$ cat src/verilog/oscsw_pkg.sv
// Constants and types for the oscillator control and clock switch block
// Contract
// - Secondary oscillator enable bit drives secondary oscillator
// - Switch request starts switch, reads zero after
// - Control register writes need unlock first
// - Recover-on-interrupt clears slowdown enable on interrupt
// - Slowdown ratio divides by 1 to 128
// - Slowdown enable selects ratio, else 1:1
// - RC postscaler divides 1..64, code 7 by 256
// - PLL output divider 2/4/8, code 10 reserved
// - PLL prescaler divides by field plus two
// - PLL multiplier is field plus two
// - RC trim is two's complement, reset zero
// - Switching only when switch config is zero
// - Disabled: current source follows initial config
// - Disabled: switch request held at zero
// - Equal sources: clear request, abort switch
// - Valid switch start clears lock and fail flags
// - Start new oscillator, wait timer and lock
// - Count ten new-clock cycles before switching
// - Completion clears request, copies new source
// - Turn off old source with keep-alive exceptions
// - Source codes: RC, RC+PLL, primary, ... divN
// - Clock lock bit with config locks settings
// - Fail flag set on failure only while switching is enabled, cleared by write
package oscsw_pkg;

    // ----------------------------------------------------------------
    // Register map
    // ----------------------------------------------------------------
    localparam logic [3:0] OSCSW_ADDR_OSC_CTRL = 4'h0;
    localparam logic [3:0] OSCSW_ADDR_CLK_DIV = 4'h1;
    localparam logic [3:0] OSCSW_ADDR_PLL_FBD = 4'h2;
    localparam logic [3:0] OSCSW_ADDR_RC_TRIM = 4'h3;
    localparam logic [3:0] OSCSW_ADDR_UNLOCK = 4'h4;

    localparam int OSCSW_BIT_REQ = 0;
    localparam int OSCSW_BIT_SEC_EN = 1;
    localparam int OSCSW_BIT_FAIL = 3;
    localparam int OSCSW_BIT_LOCK = 5;
    localparam int OSCSW_BIT_CLKLCK = 7;
    localparam int OSCSW_POS_NEW = 8;
    localparam int OSCSW_POS_CUR = 12;
    localparam int OSCSW_POS_PRE = 0;
    localparam int OSCSW_POS_POST = 6;
    localparam int OSCSW_POS_RCDIV = 8;
    localparam int OSCSW_BIT_SLOW_EN = 11;
    localparam int OSCSW_POS_SLOW = 12;
    localparam int OSCSW_BIT_ROI = 15;

    localparam logic [15:0] OSCSW_RST_CLK_DIV = 16'h3040;
    localparam logic [8:0] OSCSW_RST_PLL_FBD = 9'h030;
    localparam logic [5:0] OSCSW_RST_RC_TRIM = 6'h00;

    // Unlock keys written in order to the unlock address
    localparam logic [15:0] OSCSW_KEY_LO_1 = 16'h0046;
    localparam logic [15:0] OSCSW_KEY_LO_2 = 16'h0057;
    localparam logic [15:0] OSCSW_KEY_HI_1 = 16'h0078;
    localparam logic [15:0] OSCSW_KEY_HI_2 = 16'h009A;

    // Settle count on the new clock before the handover
    localparam logic [3:0] OSCSW_SETTLE_CYC = 4'hA;

    // ----------------------------------------------------------------
    // Types
    // ----------------------------------------------------------------
    typedef enum logic [2:0] {
        OSCSW_SRC_RC = 3'h0,
        OSCSW_SRC_RC_PLL = 3'h1,
        OSCSW_SRC_PRI = 3'h2,
        OSCSW_SRC_PRI_PLL = 3'h3,
        OSCSW_SRC_SEC = 3'h4,
        OSCSW_SRC_LOW_POWER_RC_OSCILLATOR = 3'h5,
        OSCSW_SRC_RC_DIV16 = 3'h6,
        OSCSW_SRC_RC_DIVN = 3'h7
    } oscsw_src_e;

    typedef enum logic [4:0] {
        OSCSW_IDLE = 5'b00001,
        OSCSW_START = 5'b00010,
        OSCSW_WAIT_RDY = 5'b00100,
        OSCSW_SETTLE = 5'b01000,
        OSCSW_DONE = 5'b10000
    } oscsw_state_e;

    // Per-source oscillator enables toward the analog block
    typedef struct packed {
        logic rc_on;
        logic pri_on;
        logic sec_on;
        logic low_power_rc_oscillator_on;
        logic pll_on;
    } oscsw_osc_en_s;

    // Divider settings toward the clock tree
    typedef struct packed {
        logic [7:0] slow_div;
        logic [8:0] rc_div;
        logic [3:0] post_div;
        logic [5:0] pre_div;
        logic [9:0] pll_mult;
        logic signed [5:0] rc_trim_value;
    } oscsw_div_s;

endpackage

$ cat src/verilog/oscsw_ctrl.sv
// Oscillator control registers and clock switch sequencer
`timescale 1ns/1ps
`default_nettype none
module oscsw_ctrl (
    // Clock and reset
    input wire logic ref_clk,
    input wire logic nrst,
    // Register port
    input wire logic [3:0] addr,
    input wire logic [15:0] wdata,
    input wire logic wr,
    input wire logic rd,
    output logic [15:0] rdata,
    // Configuration straps
    input wire logic switch_enable_config,
    input wire logic lock_enable_config,
    input wire logic [2:0] initial_source_config,
    input wire logic watchdog_enable,
    // Analog side status
    input wire logic osc_startup_done,
    input wire logic pll_locked,
    input wire logic new_clk_tick,
    input wire logic clock_fail_event,
    input wire logic irq_event,
    // Clock tree controls
    output oscsw_pkg::oscsw_osc_en_s osc_en,
    output oscsw_pkg::oscsw_div_s div_cfg,
    output logic [2:0] sys_clk_sel,
    output logic switch_busy
);
    import oscsw_pkg::*;

    // ----------------------------------------------------------------
    // Register state
    // ----------------------------------------------------------------
    logic [2:0] cur_src_r;
    logic [2:0] new_src_r;
    logic [2:0] tgt_src_r;
    logic switch_request_r;
    logic secondary_osc_enable_r;
    logic clock_config_lock_r;
    logic clock_fail_flag_r;
    logic pll_lock_r;
    logic [15:0] clk_div_r;
    logic [8:0] pll_fbd_r;
    logic [5:0] rc_trim_r;
    logic [1:0] key_lo_r;
    logic [1:0] key_hi_r;
    logic [3:0] settle_r;
    logic strap_done_r;
    logic switch_on_r;
    oscsw_state_e state_r;

    logic key_wr;
    logic ctrl_wr;
    logic lo_open;
    logic hi_open;
    logic cfg_locked;
    logic tgt_pll;
    logic tgt_xtal;
    logic ready;

    assign key_wr = wr && (addr == OSCSW_ADDR_UNLOCK);
    assign ctrl_wr = wr && (addr == OSCSW_ADDR_OSC_CTRL);
    assign lo_open = key_lo_r == 2'h2;
    assign hi_open = key_hi_r == 2'h2;
    assign cfg_locked = clock_config_lock_r && lock_enable_config;
    assign tgt_pll = (tgt_src_r == OSCSW_SRC_RC_PLL) || (tgt_src_r == OSCSW_SRC_PRI_PLL);
    assign tgt_xtal = (tgt_src_r == OSCSW_SRC_PRI) || (tgt_src_r == OSCSW_SRC_PRI_PLL);
    assign ready = (!tgt_xtal || osc_startup_done) && (!tgt_pll || pll_locked);
    assign switch_busy = state_r != OSCSW_IDLE;

    // ----------------------------------------------------------------
    // Configuration straps
    // ----------------------------------------------------------------
    // Straps are caught on the first clocked cycle after reset release
    always_ff @(posedge ref_clk) begin
        if (!nrst) begin
            strap_done_r <= 1'b0;
            switch_on_r <= 1'b0;
        end else if (!strap_done_r) begin
            strap_done_r <= 1'b1;
            switch_on_r <= !switch_enable_config;
        end
    end

    // ----------------------------------------------------------------
    // Unlock sequence
    // ----------------------------------------------------------------
    // Each window grants one write to its byte; any other key write restarts it
    always_ff @(posedge ref_clk) begin
        if (!nrst) begin
            key_lo_r <= 2'h0;
            key_hi_r <= 2'h0;
        end else begin
            if (key_wr && wdata == OSCSW_KEY_LO_1) begin
                key_lo_r <= 2'h1;
            end else if (key_wr && wdata == OSCSW_KEY_LO_2 && key_lo_r == 2'h1) begin
                key_lo_r <= 2'h2;
            end else if (key_wr || (ctrl_wr && lo_open)) begin
                key_lo_r <= 2'h0;
            end
            if (key_wr && wdata == OSCSW_KEY_HI_1) begin
                key_hi_r <= 2'h1;
            end else if (key_wr && wdata == OSCSW_KEY_HI_2 && key_hi_r == 2'h1) begin
                key_hi_r <= 2'h2;
            end else if (key_wr || (ctrl_wr && hi_open)) begin
                key_hi_r <= 2'h0;
            end
        end
    end

    // ----------------------------------------------------------------
    // Oscillator control register
    // ----------------------------------------------------------------
    always_ff @(posedge ref_clk) begin
        if (!nrst) begin
            new_src_r <= OSCSW_SRC_RC_DIVN;
            secondary_osc_enable_r <= 1'b0;
            clock_config_lock_r <= 1'b0;
        end else if (!strap_done_r) begin
            new_src_r <= initial_source_config;
        end else if (ctrl_wr) begin
            if (hi_open && !cfg_locked) begin
                new_src_r <= wdata[OSCSW_POS_NEW +: 3];
            end
            if (lo_open) begin
                secondary_osc_enable_r <= wdata[OSCSW_BIT_SEC_EN];
                clock_config_lock_r <= wdata[OSCSW_BIT_CLKLCK] | clock_config_lock_r;
            end
        end
    end

    // Hardware set of the fail flag wins over a software clear
    always_ff @(posedge ref_clk) begin
        if (!nrst) begin
            clock_fail_flag_r <= 1'b0;
        end else if (clock_fail_event && switch_on_r) begin
            clock_fail_flag_r <= 1'b1;
        end else if (state_r == OSCSW_START) begin
            clock_fail_flag_r <= 1'b0;
        end else if (ctrl_wr && lo_open && !wdata[OSCSW_BIT_FAIL]) begin
            clock_fail_flag_r <= 1'b0;
        end
    end

    always_ff @(posedge ref_clk) begin
        if (!nrst) begin
            pll_lock_r <= 1'b0;
        end else if (state_r == OSCSW_START) begin
            pll_lock_r <= 1'b0;
        end else begin
            pll_lock_r <= pll_locked;
        end
    end

    // ----------------------------------------------------------------
    // Switch sequencer
    // ----------------------------------------------------------------
    always_ff @(posedge ref_clk) begin
        if (!nrst) begin
            state_r <= OSCSW_IDLE;
            switch_request_r <= 1'b0;
            cur_src_r <= OSCSW_SRC_RC_DIVN;
            tgt_src_r <= OSCSW_SRC_RC_DIVN;
            settle_r <= 4'h0;
        end else if (!strap_done_r) begin
            cur_src_r <= initial_source_config;
            tgt_src_r <= initial_source_config;
        end else begin
            unique case (state_r)
                OSCSW_IDLE: begin
                    if (ctrl_wr && lo_open && wdata[OSCSW_BIT_REQ] && switch_on_r && !cfg_locked) begin
                        if (new_src_r == cur_src_r) begin
                            switch_request_r <= 1'b0;
                        end else begin
                            switch_request_r <= 1'b1;
                            tgt_src_r <= new_src_r;
                            state_r <= OSCSW_START;
                        end
                    end else begin
                        switch_request_r <= 1'b0;
                    end
                end
                OSCSW_START: begin
                    state_r <= OSCSW_WAIT_RDY;
                end
                OSCSW_WAIT_RDY: begin
                    settle_r <= 4'h0;
                    if (ready) begin
                        state_r <= OSCSW_SETTLE;
                    end
                end
                OSCSW_SETTLE: begin
                    if (new_clk_tick) begin
                        settle_r <= settle_r + 4'h1;
                        if (settle_r == OSCSW_SETTLE_CYC - 4'h1) begin
                            state_r <= OSCSW_DONE;
                        end
                    end
                end
                OSCSW_DONE: begin
                    cur_src_r <= tgt_src_r;
                    switch_request_r <= 1'b0;
                    state_r <= OSCSW_IDLE;
                end
            endcase
        end
    end

    // ----------------------------------------------------------------
    // Divisor, feedback and trim registers
    // ----------------------------------------------------------------
    always_ff @(posedge ref_clk) begin
        if (!nrst) begin
            clk_div_r <= OSCSW_RST_CLK_DIV;
        end else if (irq_event && clk_div_r[OSCSW_BIT_ROI]) begin
            clk_div_r[OSCSW_BIT_SLOW_EN] <= 1'b0;
        end else if (wr && addr == OSCSW_ADDR_CLK_DIV) begin
            clk_div_r[15:8] <= wdata[15:8];
            if (!cfg_locked) begin
                clk_div_r[7:0] <= {wdata[7:6], 1'b0, wdata[4:0]};
            end
        end
    end

    always_ff @(posedge ref_clk) begin
        if (!nrst) begin
            pll_fbd_r <= OSCSW_RST_PLL_FBD;
        end else if (wr && addr == OSCSW_ADDR_PLL_FBD && !cfg_locked) begin
            pll_fbd_r <= wdata[8:0];
        end
    end

    always_ff @(posedge ref_clk) begin
        if (!nrst) begin
            rc_trim_r <= OSCSW_RST_RC_TRIM;
        end else if (wr && addr == OSCSW_ADDR_RC_TRIM) begin
            rc_trim_r <= wdata[5:0];
        end
    end

    // ----------------------------------------------------------------
    // Clock tree controls
    // ----------------------------------------------------------------
    logic [3:0] post_div_nxt;
    always_comb begin
        unique case (clk_div_r[OSCSW_POS_POST +: 2])
            2'h0: post_div_nxt = 4'h2;
            2'h1: post_div_nxt = 4'h4;
            2'h3: post_div_nxt = 4'h8;
            // Reserved code keeps the slowest safe output
            default: post_div_nxt = 4'h8;
        endcase
    end

    logic src_rc;
    assign src_rc = (tgt_src_r == OSCSW_SRC_RC) || (tgt_src_r == OSCSW_SRC_RC_PLL) ||
                    (tgt_src_r == OSCSW_SRC_RC_DIV16) || (tgt_src_r == OSCSW_SRC_RC_DIVN) ||
                    (cur_src_r == OSCSW_SRC_RC) || (cur_src_r == OSCSW_SRC_RC_PLL) ||
                    (cur_src_r == OSCSW_SRC_RC_DIV16) || (cur_src_r == OSCSW_SRC_RC_DIVN);

    // During a switch both old and new sources run; afterwards tgt equals cur
    always_ff @(posedge ref_clk) begin
        if (!nrst) begin
            osc_en <= '0;
            div_cfg <= '0;
            sys_clk_sel <= OSCSW_SRC_RC_DIVN;
        end else begin
            osc_en.rc_on <= src_rc;
            osc_en.pri_on <= (tgt_src_r == OSCSW_SRC_PRI) || (tgt_src_r == OSCSW_SRC_PRI_PLL) ||
                             (cur_src_r == OSCSW_SRC_PRI) || (cur_src_r == OSCSW_SRC_PRI_PLL);
            osc_en.sec_on <= secondary_osc_enable_r || tgt_src_r == OSCSW_SRC_SEC ||
                             cur_src_r == OSCSW_SRC_SEC;
            osc_en.low_power_rc_oscillator_on <= watchdog_enable || switch_on_r || tgt_src_r == OSCSW_SRC_LOW_POWER_RC_OSCILLATOR ||
                              cur_src_r == OSCSW_SRC_LOW_POWER_RC_OSCILLATOR;
            osc_en.pll_on <= tgt_pll || cur_src_r == OSCSW_SRC_RC_PLL || cur_src_r == OSCSW_SRC_PRI_PLL;
            div_cfg.slow_div <= clk_div_r[OSCSW_BIT_SLOW_EN] ?
                8'h01 << clk_div_r[OSCSW_POS_SLOW +: 3] : 8'h01;
            div_cfg.rc_div <= (clk_div_r[OSCSW_POS_RCDIV +: 3] == 3'h7) ?
                9'h100 : 9'h001 << clk_div_r[OSCSW_POS_RCDIV +: 3];
            div_cfg.post_div <= post_div_nxt;
            div_cfg.pre_div <= {1'b0, clk_div_r[OSCSW_POS_PRE +: 5]} + 6'h02;
            div_cfg.pll_mult <= {1'b0, pll_fbd_r} + 10'h002;
            div_cfg.rc_trim_value <= rc_trim_r;
            sys_clk_sel <= cur_src_r;
        end
    end

    // ----------------------------------------------------------------
    // Read port
    // ----------------------------------------------------------------
    always_ff @(posedge ref_clk) begin
        if (!nrst) begin
            rdata <= 16'h0000;
        end else if (rd) begin
            unique case (addr)
                OSCSW_ADDR_OSC_CTRL: rdata <= {1'b0, cur_src_r, 1'b0, new_src_r, clock_config_lock_r, 1'b0,
                                               pll_lock_r, 1'b0, clock_fail_flag_r, 1'b0,
                                               secondary_osc_enable_r, switch_request_r};
                OSCSW_ADDR_CLK_DIV: rdata <= clk_div_r;
                OSCSW_ADDR_PLL_FBD: rdata <= {7'h00, pll_fbd_r};
                OSCSW_ADDR_RC_TRIM: rdata <= {10'h000, rc_trim_r};
                default: rdata <= 16'h0000;
            endcase
        end else begin
            rdata <= 16'h0000;
        end
    end

endmodule
`default_nettype wire

$ cat config.mk
export PLATFORM = sky130hd
export DESIGN_NAME = oscsw_ctrl
export DESIGN_NICKNAME = d
export VERILOG_FILES = /design/src/verilog/oscsw_pkg.sv /design/src/verilog/oscsw_ctrl.sv
export SDC_FILE = /design/constraint.sdc
export NUM_CORES = 1
export LEC_CHECK = 0
export BUFFER_PORTS_ARGS = -buffer_cell sky130_fd_sc_hd__buf_2
export CAP_MARGIN = 20
export CORE_ASPECT_RATIO = 1.25
export CORE_MARGIN = 4
export CORE_UTILIZATION = 45
export DETAILED_ROUTE_END_ITERATION = 7
export PLACE_DENSITY = 0.67
export SYNTH_ARGS = -nofsm -noshare
export SYNTH_HDL_FRONTEND = slang
export SYNTH_SLANG_ARGS = --single-unit
$ cat constraint.sdc
create_clock -name ref_clk -period 5.1 [get_ports ref_clk]
set_input_delay 1.02 -clock ref_clk [delete_from_list [all_inputs] [get_ports ref_clk]]
set_output_delay 1.02 -clock ref_clk [all_outputs]
set_load 0.005 [all_outputs]
======== Word level (Yosys, flattened, before mapping) ========
Cells that the tools add are included.
word-level totals
  output and inout bits ................... 68
  register bits ........................... 126
  input bits .............................. 35
  logic and storage cells ................. 202
operators by class
  mux-type cells .......................... 34
  reductions and logical operators ........ 76
  bitwise operators ....................... 4
  eq/ne operators ......................... 47
  shift-type cells ........................ 2
  $add $sub $neg .......................... 3
operators with widths
  operator              count
  $pmux 16 s4           1
  $eq 16x7->1 const B   3
  $eq 3x3->1 const B    9
  $mux 3                9
  $mux 5                5
  $pmux 5 s5            1
  $logic_and 1x1->1     23
  $logic_or 1x1->1      22
  $eq 16x8->1 const B   1
  $pmux 4 s2            2
  $eq 3x2->1 const B    4
  $ne 2x2->1 const B    6
  $reduce_and 3->1      4
  $add 9x2->10 const B  1
  $ne 2x1->1 const B    5
  $reduce_and 2->1      5
  $reduce_or 2->1       5
  $mux 1                9
  $mux 9                1
  $reduce_bool 3->1     3
  $shl 1x3->9 const A   1
  $eq 4x2->1 const B    2
  $mux 2                4
  $reduce_bool 2->1     4
  25 further kinds      36

======== Longest topological paths before layout ========
  depth after elaboration ................. 9
  gate-level depth with buffers ........... 7
  gate-level depth less buffers ........... 7

======== Worst setup path after synthesis ========
Ideal clock, no wire load.
  path kind ............................... in2reg
  start point ............................. input addr[1]
  end point ............................... register key_hi_r[1]
  setup time .............................. 0.070 ns
  data required time ...................... 5.030 ns
  path slack .............................. 2.694 ns
  arrival time ............................ 2.336 ns
  cell stages on the path ................. 5
  buffers on the path ..................... 1
  cell sequence ........................... clkbuf_1 > nor4b_1 > nand4b_1 > or4_1 > a21oi_1
on the way
  word-level cells in the longest chain between the ends .. 5
  elaborated cells on any way between the ends .. 12
  classes of those cells .................. eq/ne: 1; mux: 1; reduce/logical: 10
RTL lines
  what                                                          line                                  text
  from (decl)                                                   oscsw_ctrl.sv:9                       input wire logic [3:0] addr,
  $eq 4x3->1 / $logic_not 4->1 (equally long branches)          oscsw_ctrl.sv:63, oscsw_ctrl.sv:64
  $logic_and 1x1->1 (on tied branches)                          oscsw_ctrl.sv:63, oscsw_ctrl.sv:64
  $logic_and 1x1->1 (on tied branches)                          oscsw_ctrl.sv:105, oscsw_ctrl.sv:107
  $logic_and 1x1->1 / $logic_or 1x1->1 (equally long branches)  oscsw_ctrl.sv:105, oscsw_ctrl.sv:107
  $mux 2 / $reduce_bool 2->1 (equally long branches)            n/a
  to (signal assigned)                                          oscsw_ctrl.sv:104                     key_hi_r <= 2'h1;
  to (signal assigned)                                          oscsw_ctrl.sv:106                     key_hi_r <= 2'h2;
  to (signal assigned)                                          oscsw_ctrl.sv:108                     key_hi_r <= 2'h0;
  to (decl)                                                     oscsw_ctrl.sv:48                      logic [1:0] key_hi_r;
Several ways; a longest one is shown, not always the timed one.
A chain may end at the register's enable or synchronous reset.

======== Final worst setup path ========
  start point ............................. input addr[0]
  end point ............................... register clk_div_r[2]
on the way
  word-level cells in the longest chain between the ends .. 3
RTL lines
  what                        line               text
  $eq 4x1->1                  oscsw_ctrl.sv:219  end else if (wr && addr == OSCSW_ADDR_CLK_DIV) begin
  $logic_and 1x1->1           oscsw_ctrl.sv:219
  $reduce_and 3->1 (no line)  n/a
  to (signal assigned)        oscsw_ctrl.sv:222  clk_div_r[7:0] <= {wdata[7:6], 1'b0, wdata[4:0]};
  to (decl)                   oscsw_ctrl.sv:44   logic [15:0] clk_div_r;
Every way passes these cells.

==> impl_metrics.ini <==
[worst_setup_path]
crit_path_start_kind = primary input
crit_required_ns = 5.36
endpoint_kind = flop
arrival_ns = 2.92
crit-reg2reg-launch = strap_done_r
cpPeakStageDelay_ns = 0.54
critical_path_class = primary input to flop
cp_slowest_cell = nor2b_1
worst-path-max-fanout = 21
critPathTopFamily = simple AND/OR/NAND/NOR gates
reg2reg_depth = 4
path_cells = buf_2, nor2b_1, nand4_1, mux2i_1, nor2_1
path_depth = 5
crit_start = addr[0]
worst-path-buf-inv = 1

[synth]
ys_top_cells_by_area = dfxtp_1 51%, mux2i_1 8.9%, nor2_1 4.3%
synth_edf_count = 0
ys_ff_latch = 125
ys_dominant_reg_cell = dfxtp_1
synth_compound_area_share_pct = 7.66
synth_top_family_by_area = simple AND/OR/NAND/NOR gates
synthArstFlopShare_pct = 0
synthXorXnorAreaFrac_pct = 2.31
synth_seq_area_share_pct = 50.7
synthAdderAreaFrac_pct = 1.01
synth_area_sq_um = 4930
muxShareOfSynthArea_pct = 11.0
yosysMostFrequentCell = dfxtp_1
syn_area_per_cell_sq_um = 9.85
ys_types = 60
netlist_instances = 501
synth_top_area_share_pct = 50.7
yosys.area_share.simple_pct = 24.1
yosysWarnings = 0
ys_top_cells_by_count = 125 x dfxtp_1, 57 x nor2_1, 44 x mux2i_1
synth_top_cell_by_area = dfxtp_1

[clock_network]
ctsHoldBuffers = 0
clk_latency_ns = 0.41
cts.htree.levels = 4
cts_buffers = 17
cts.sinks = 125
cts_tree = built
clk_pin_slew_worst_paths_ns = 0.05
clk_path_buf_depth = 2
cts_root_buf = clkbuf_16
postCtsSetupBuffers = 0
cts_resized = 0

[sta]
fin_skew_ns = 0.00449
setup_ws_ns = 2.43
min_period_ns = 2.67
final-setup-viol-count = 0
slew_headroom_pct = 33.7
hold_violations = 0
finalSetupTns_ns = 0
fmax_ghz = 0.375
rsz0062_at_grt = false
tightest_slew_ns = 0.994
maxSlewViolCount = 0
finalCritPeriodShare_pct = 52.3
whs_ns = 0.481

[cells_and_area]
drive_gt1_share_pct = 23.5
synthToLayoutAreaGrowth_pct = 23.3
num_antenna_cells = 0
final_nets = 635

[power]
p_sw_uw = 510
vdd_ir_drop_max_mv = 0.237
power_density_nw_per_um2 = 383
pwr-share-seq_pct = 43.7
intPower_uw = 1820
swShare_pct = 21.9
leakage_uw = 0.00282
pwr-share-comb_pct = 5.2
pwr-share-clk_pct = 51.1

[drt]
routed_wl_mm = 12.1
firstDrtPassIters = 4
wl_per_cell_um = 16.3
detail_route.vias_per_cell = 5.45
initialDrtViolationCount = 195
via_count = 4035
ant_nets = 0
drcViolationCount = 0

[grt]
grt_pass1_vias = 4011
grt_max_degree = 58
overflow = 0
grt_antenna_before_repair = 2
grt_use_total_pct = 19.7
grt_pass1_wl_mm = 19.8

[min_path]
min_path_cells = 2
hp-start = key_hi_r[0]
holdCritPathClass = flop to flop

[floorplanning]
fp.dieH_um = 125
num_rows = 42
initial_core_util_pct = 46.3
die_width_um = 102
die-area_sq_um = 12700
core-area_sq_um = 10700
io_pins = 103

[run_status]
status = complete, no violations

[placed_design]
numPortBuffers = 101
place_ws_ns = 2.04
dp.final_hpwl_mm = 8.68
routabilityCongestion = 0.822

[run]
cap_viol_max_count = 0
sequential cells by signal (all words and copies together), names as in the netlist, 2 cells and up:
register and count:
osc_en 5, cur_src_r 3, rc_trim_r 6, div_cfg 42, new_src_r 3, state_r 5
tgt_src_r 3, key_hi_r 2, sys_clk_sel 3, pll_fbd_r 9, clk_div_r 15, key_lo_r 2
settle_r 4, rdata 16
power groups by stage:
stage	Combinational, uW	Clock, uW	Sequential, uW
6_report	122	1190	1020
5_1_grt	136	1250	1020
4_1_cts	123	1210	1020
3_5_place_dp	122	0	1040
3_3_place_gp	119	0	1040
2_1_floorplan	79.4	0	1030
kinds of logic after synthesis:
group,count (synthesis)
and+or+nand+nor,219
DFF,125
AOI/OAI and AO/OA,55
muxes,50
buffers and inverters,34
xor gates and xnor gates,13
adders and majority gates,4
other,1
tightest hold or removal path: stages, from the launching register on:
cell and delay (ns):
dfxtp_1 0.32, nand2_1 0.06, a21oi_1 0.05
path summary, 6_finish.rpt:
check	to	slack [ns]
worst min-delay path	key_hi_r[0]	0.48
worst min register to register	key_hi_r[0]	0.48
worst max register to register	state_r[1]	2.97
worst max-delay path	clk_div_r[2]	2.43
layout make-up:
| class | instances | area (sq um) |
|---|---|---|
| inverters | 7 | 26.3 |
| repair buffers | 102 | 513 |
| fillers | 970 | 4580 |
| well taps | 132 | 165 |
| clock inverters | 10 | 113 |
| clock buffers | 22 | 484 |
| multi-input cells | 343 | 2280 |
| flip-flops and latches | 125 | 2500 |
cell usage in the layout (no fill, tap or decap), drive strengths merged, types with 7 or more instances in the layout:
cell	instances
nor2b	25
clkbuf	22
inv	7
and2	21
nand2	38
dfxtp	125
nand2b	7
nor2	57
xnor2	7
buf	102
mux2i	44
a21oi	13
and3	8
nor3	11
nand3	15
per-stage QoR:
step,utilization [%],area [sq um],cells,total power [uW]
floorplan,-,4940,502,1110
global placement,51.4,5490,709,1160
detailed placement,51.4,5490,709,1160
CTS,57.0,6080,741,2340
global route,57.0,6080,741,2410
finish,57.0,6080,741,2330
routing by layer:
metal | up-vias | GRT usage, % | wire [um]
li1 | 1927 | - | -
met1 | 1959 | 22.3 | 4800
met2 | 116 | 33.7 | 6160
met3 | 29 | 6.91 | 844
met4 | 4 | 7.28 | 272
met5 | - | 0 | 21
Power figures use the tool's default switching activity.
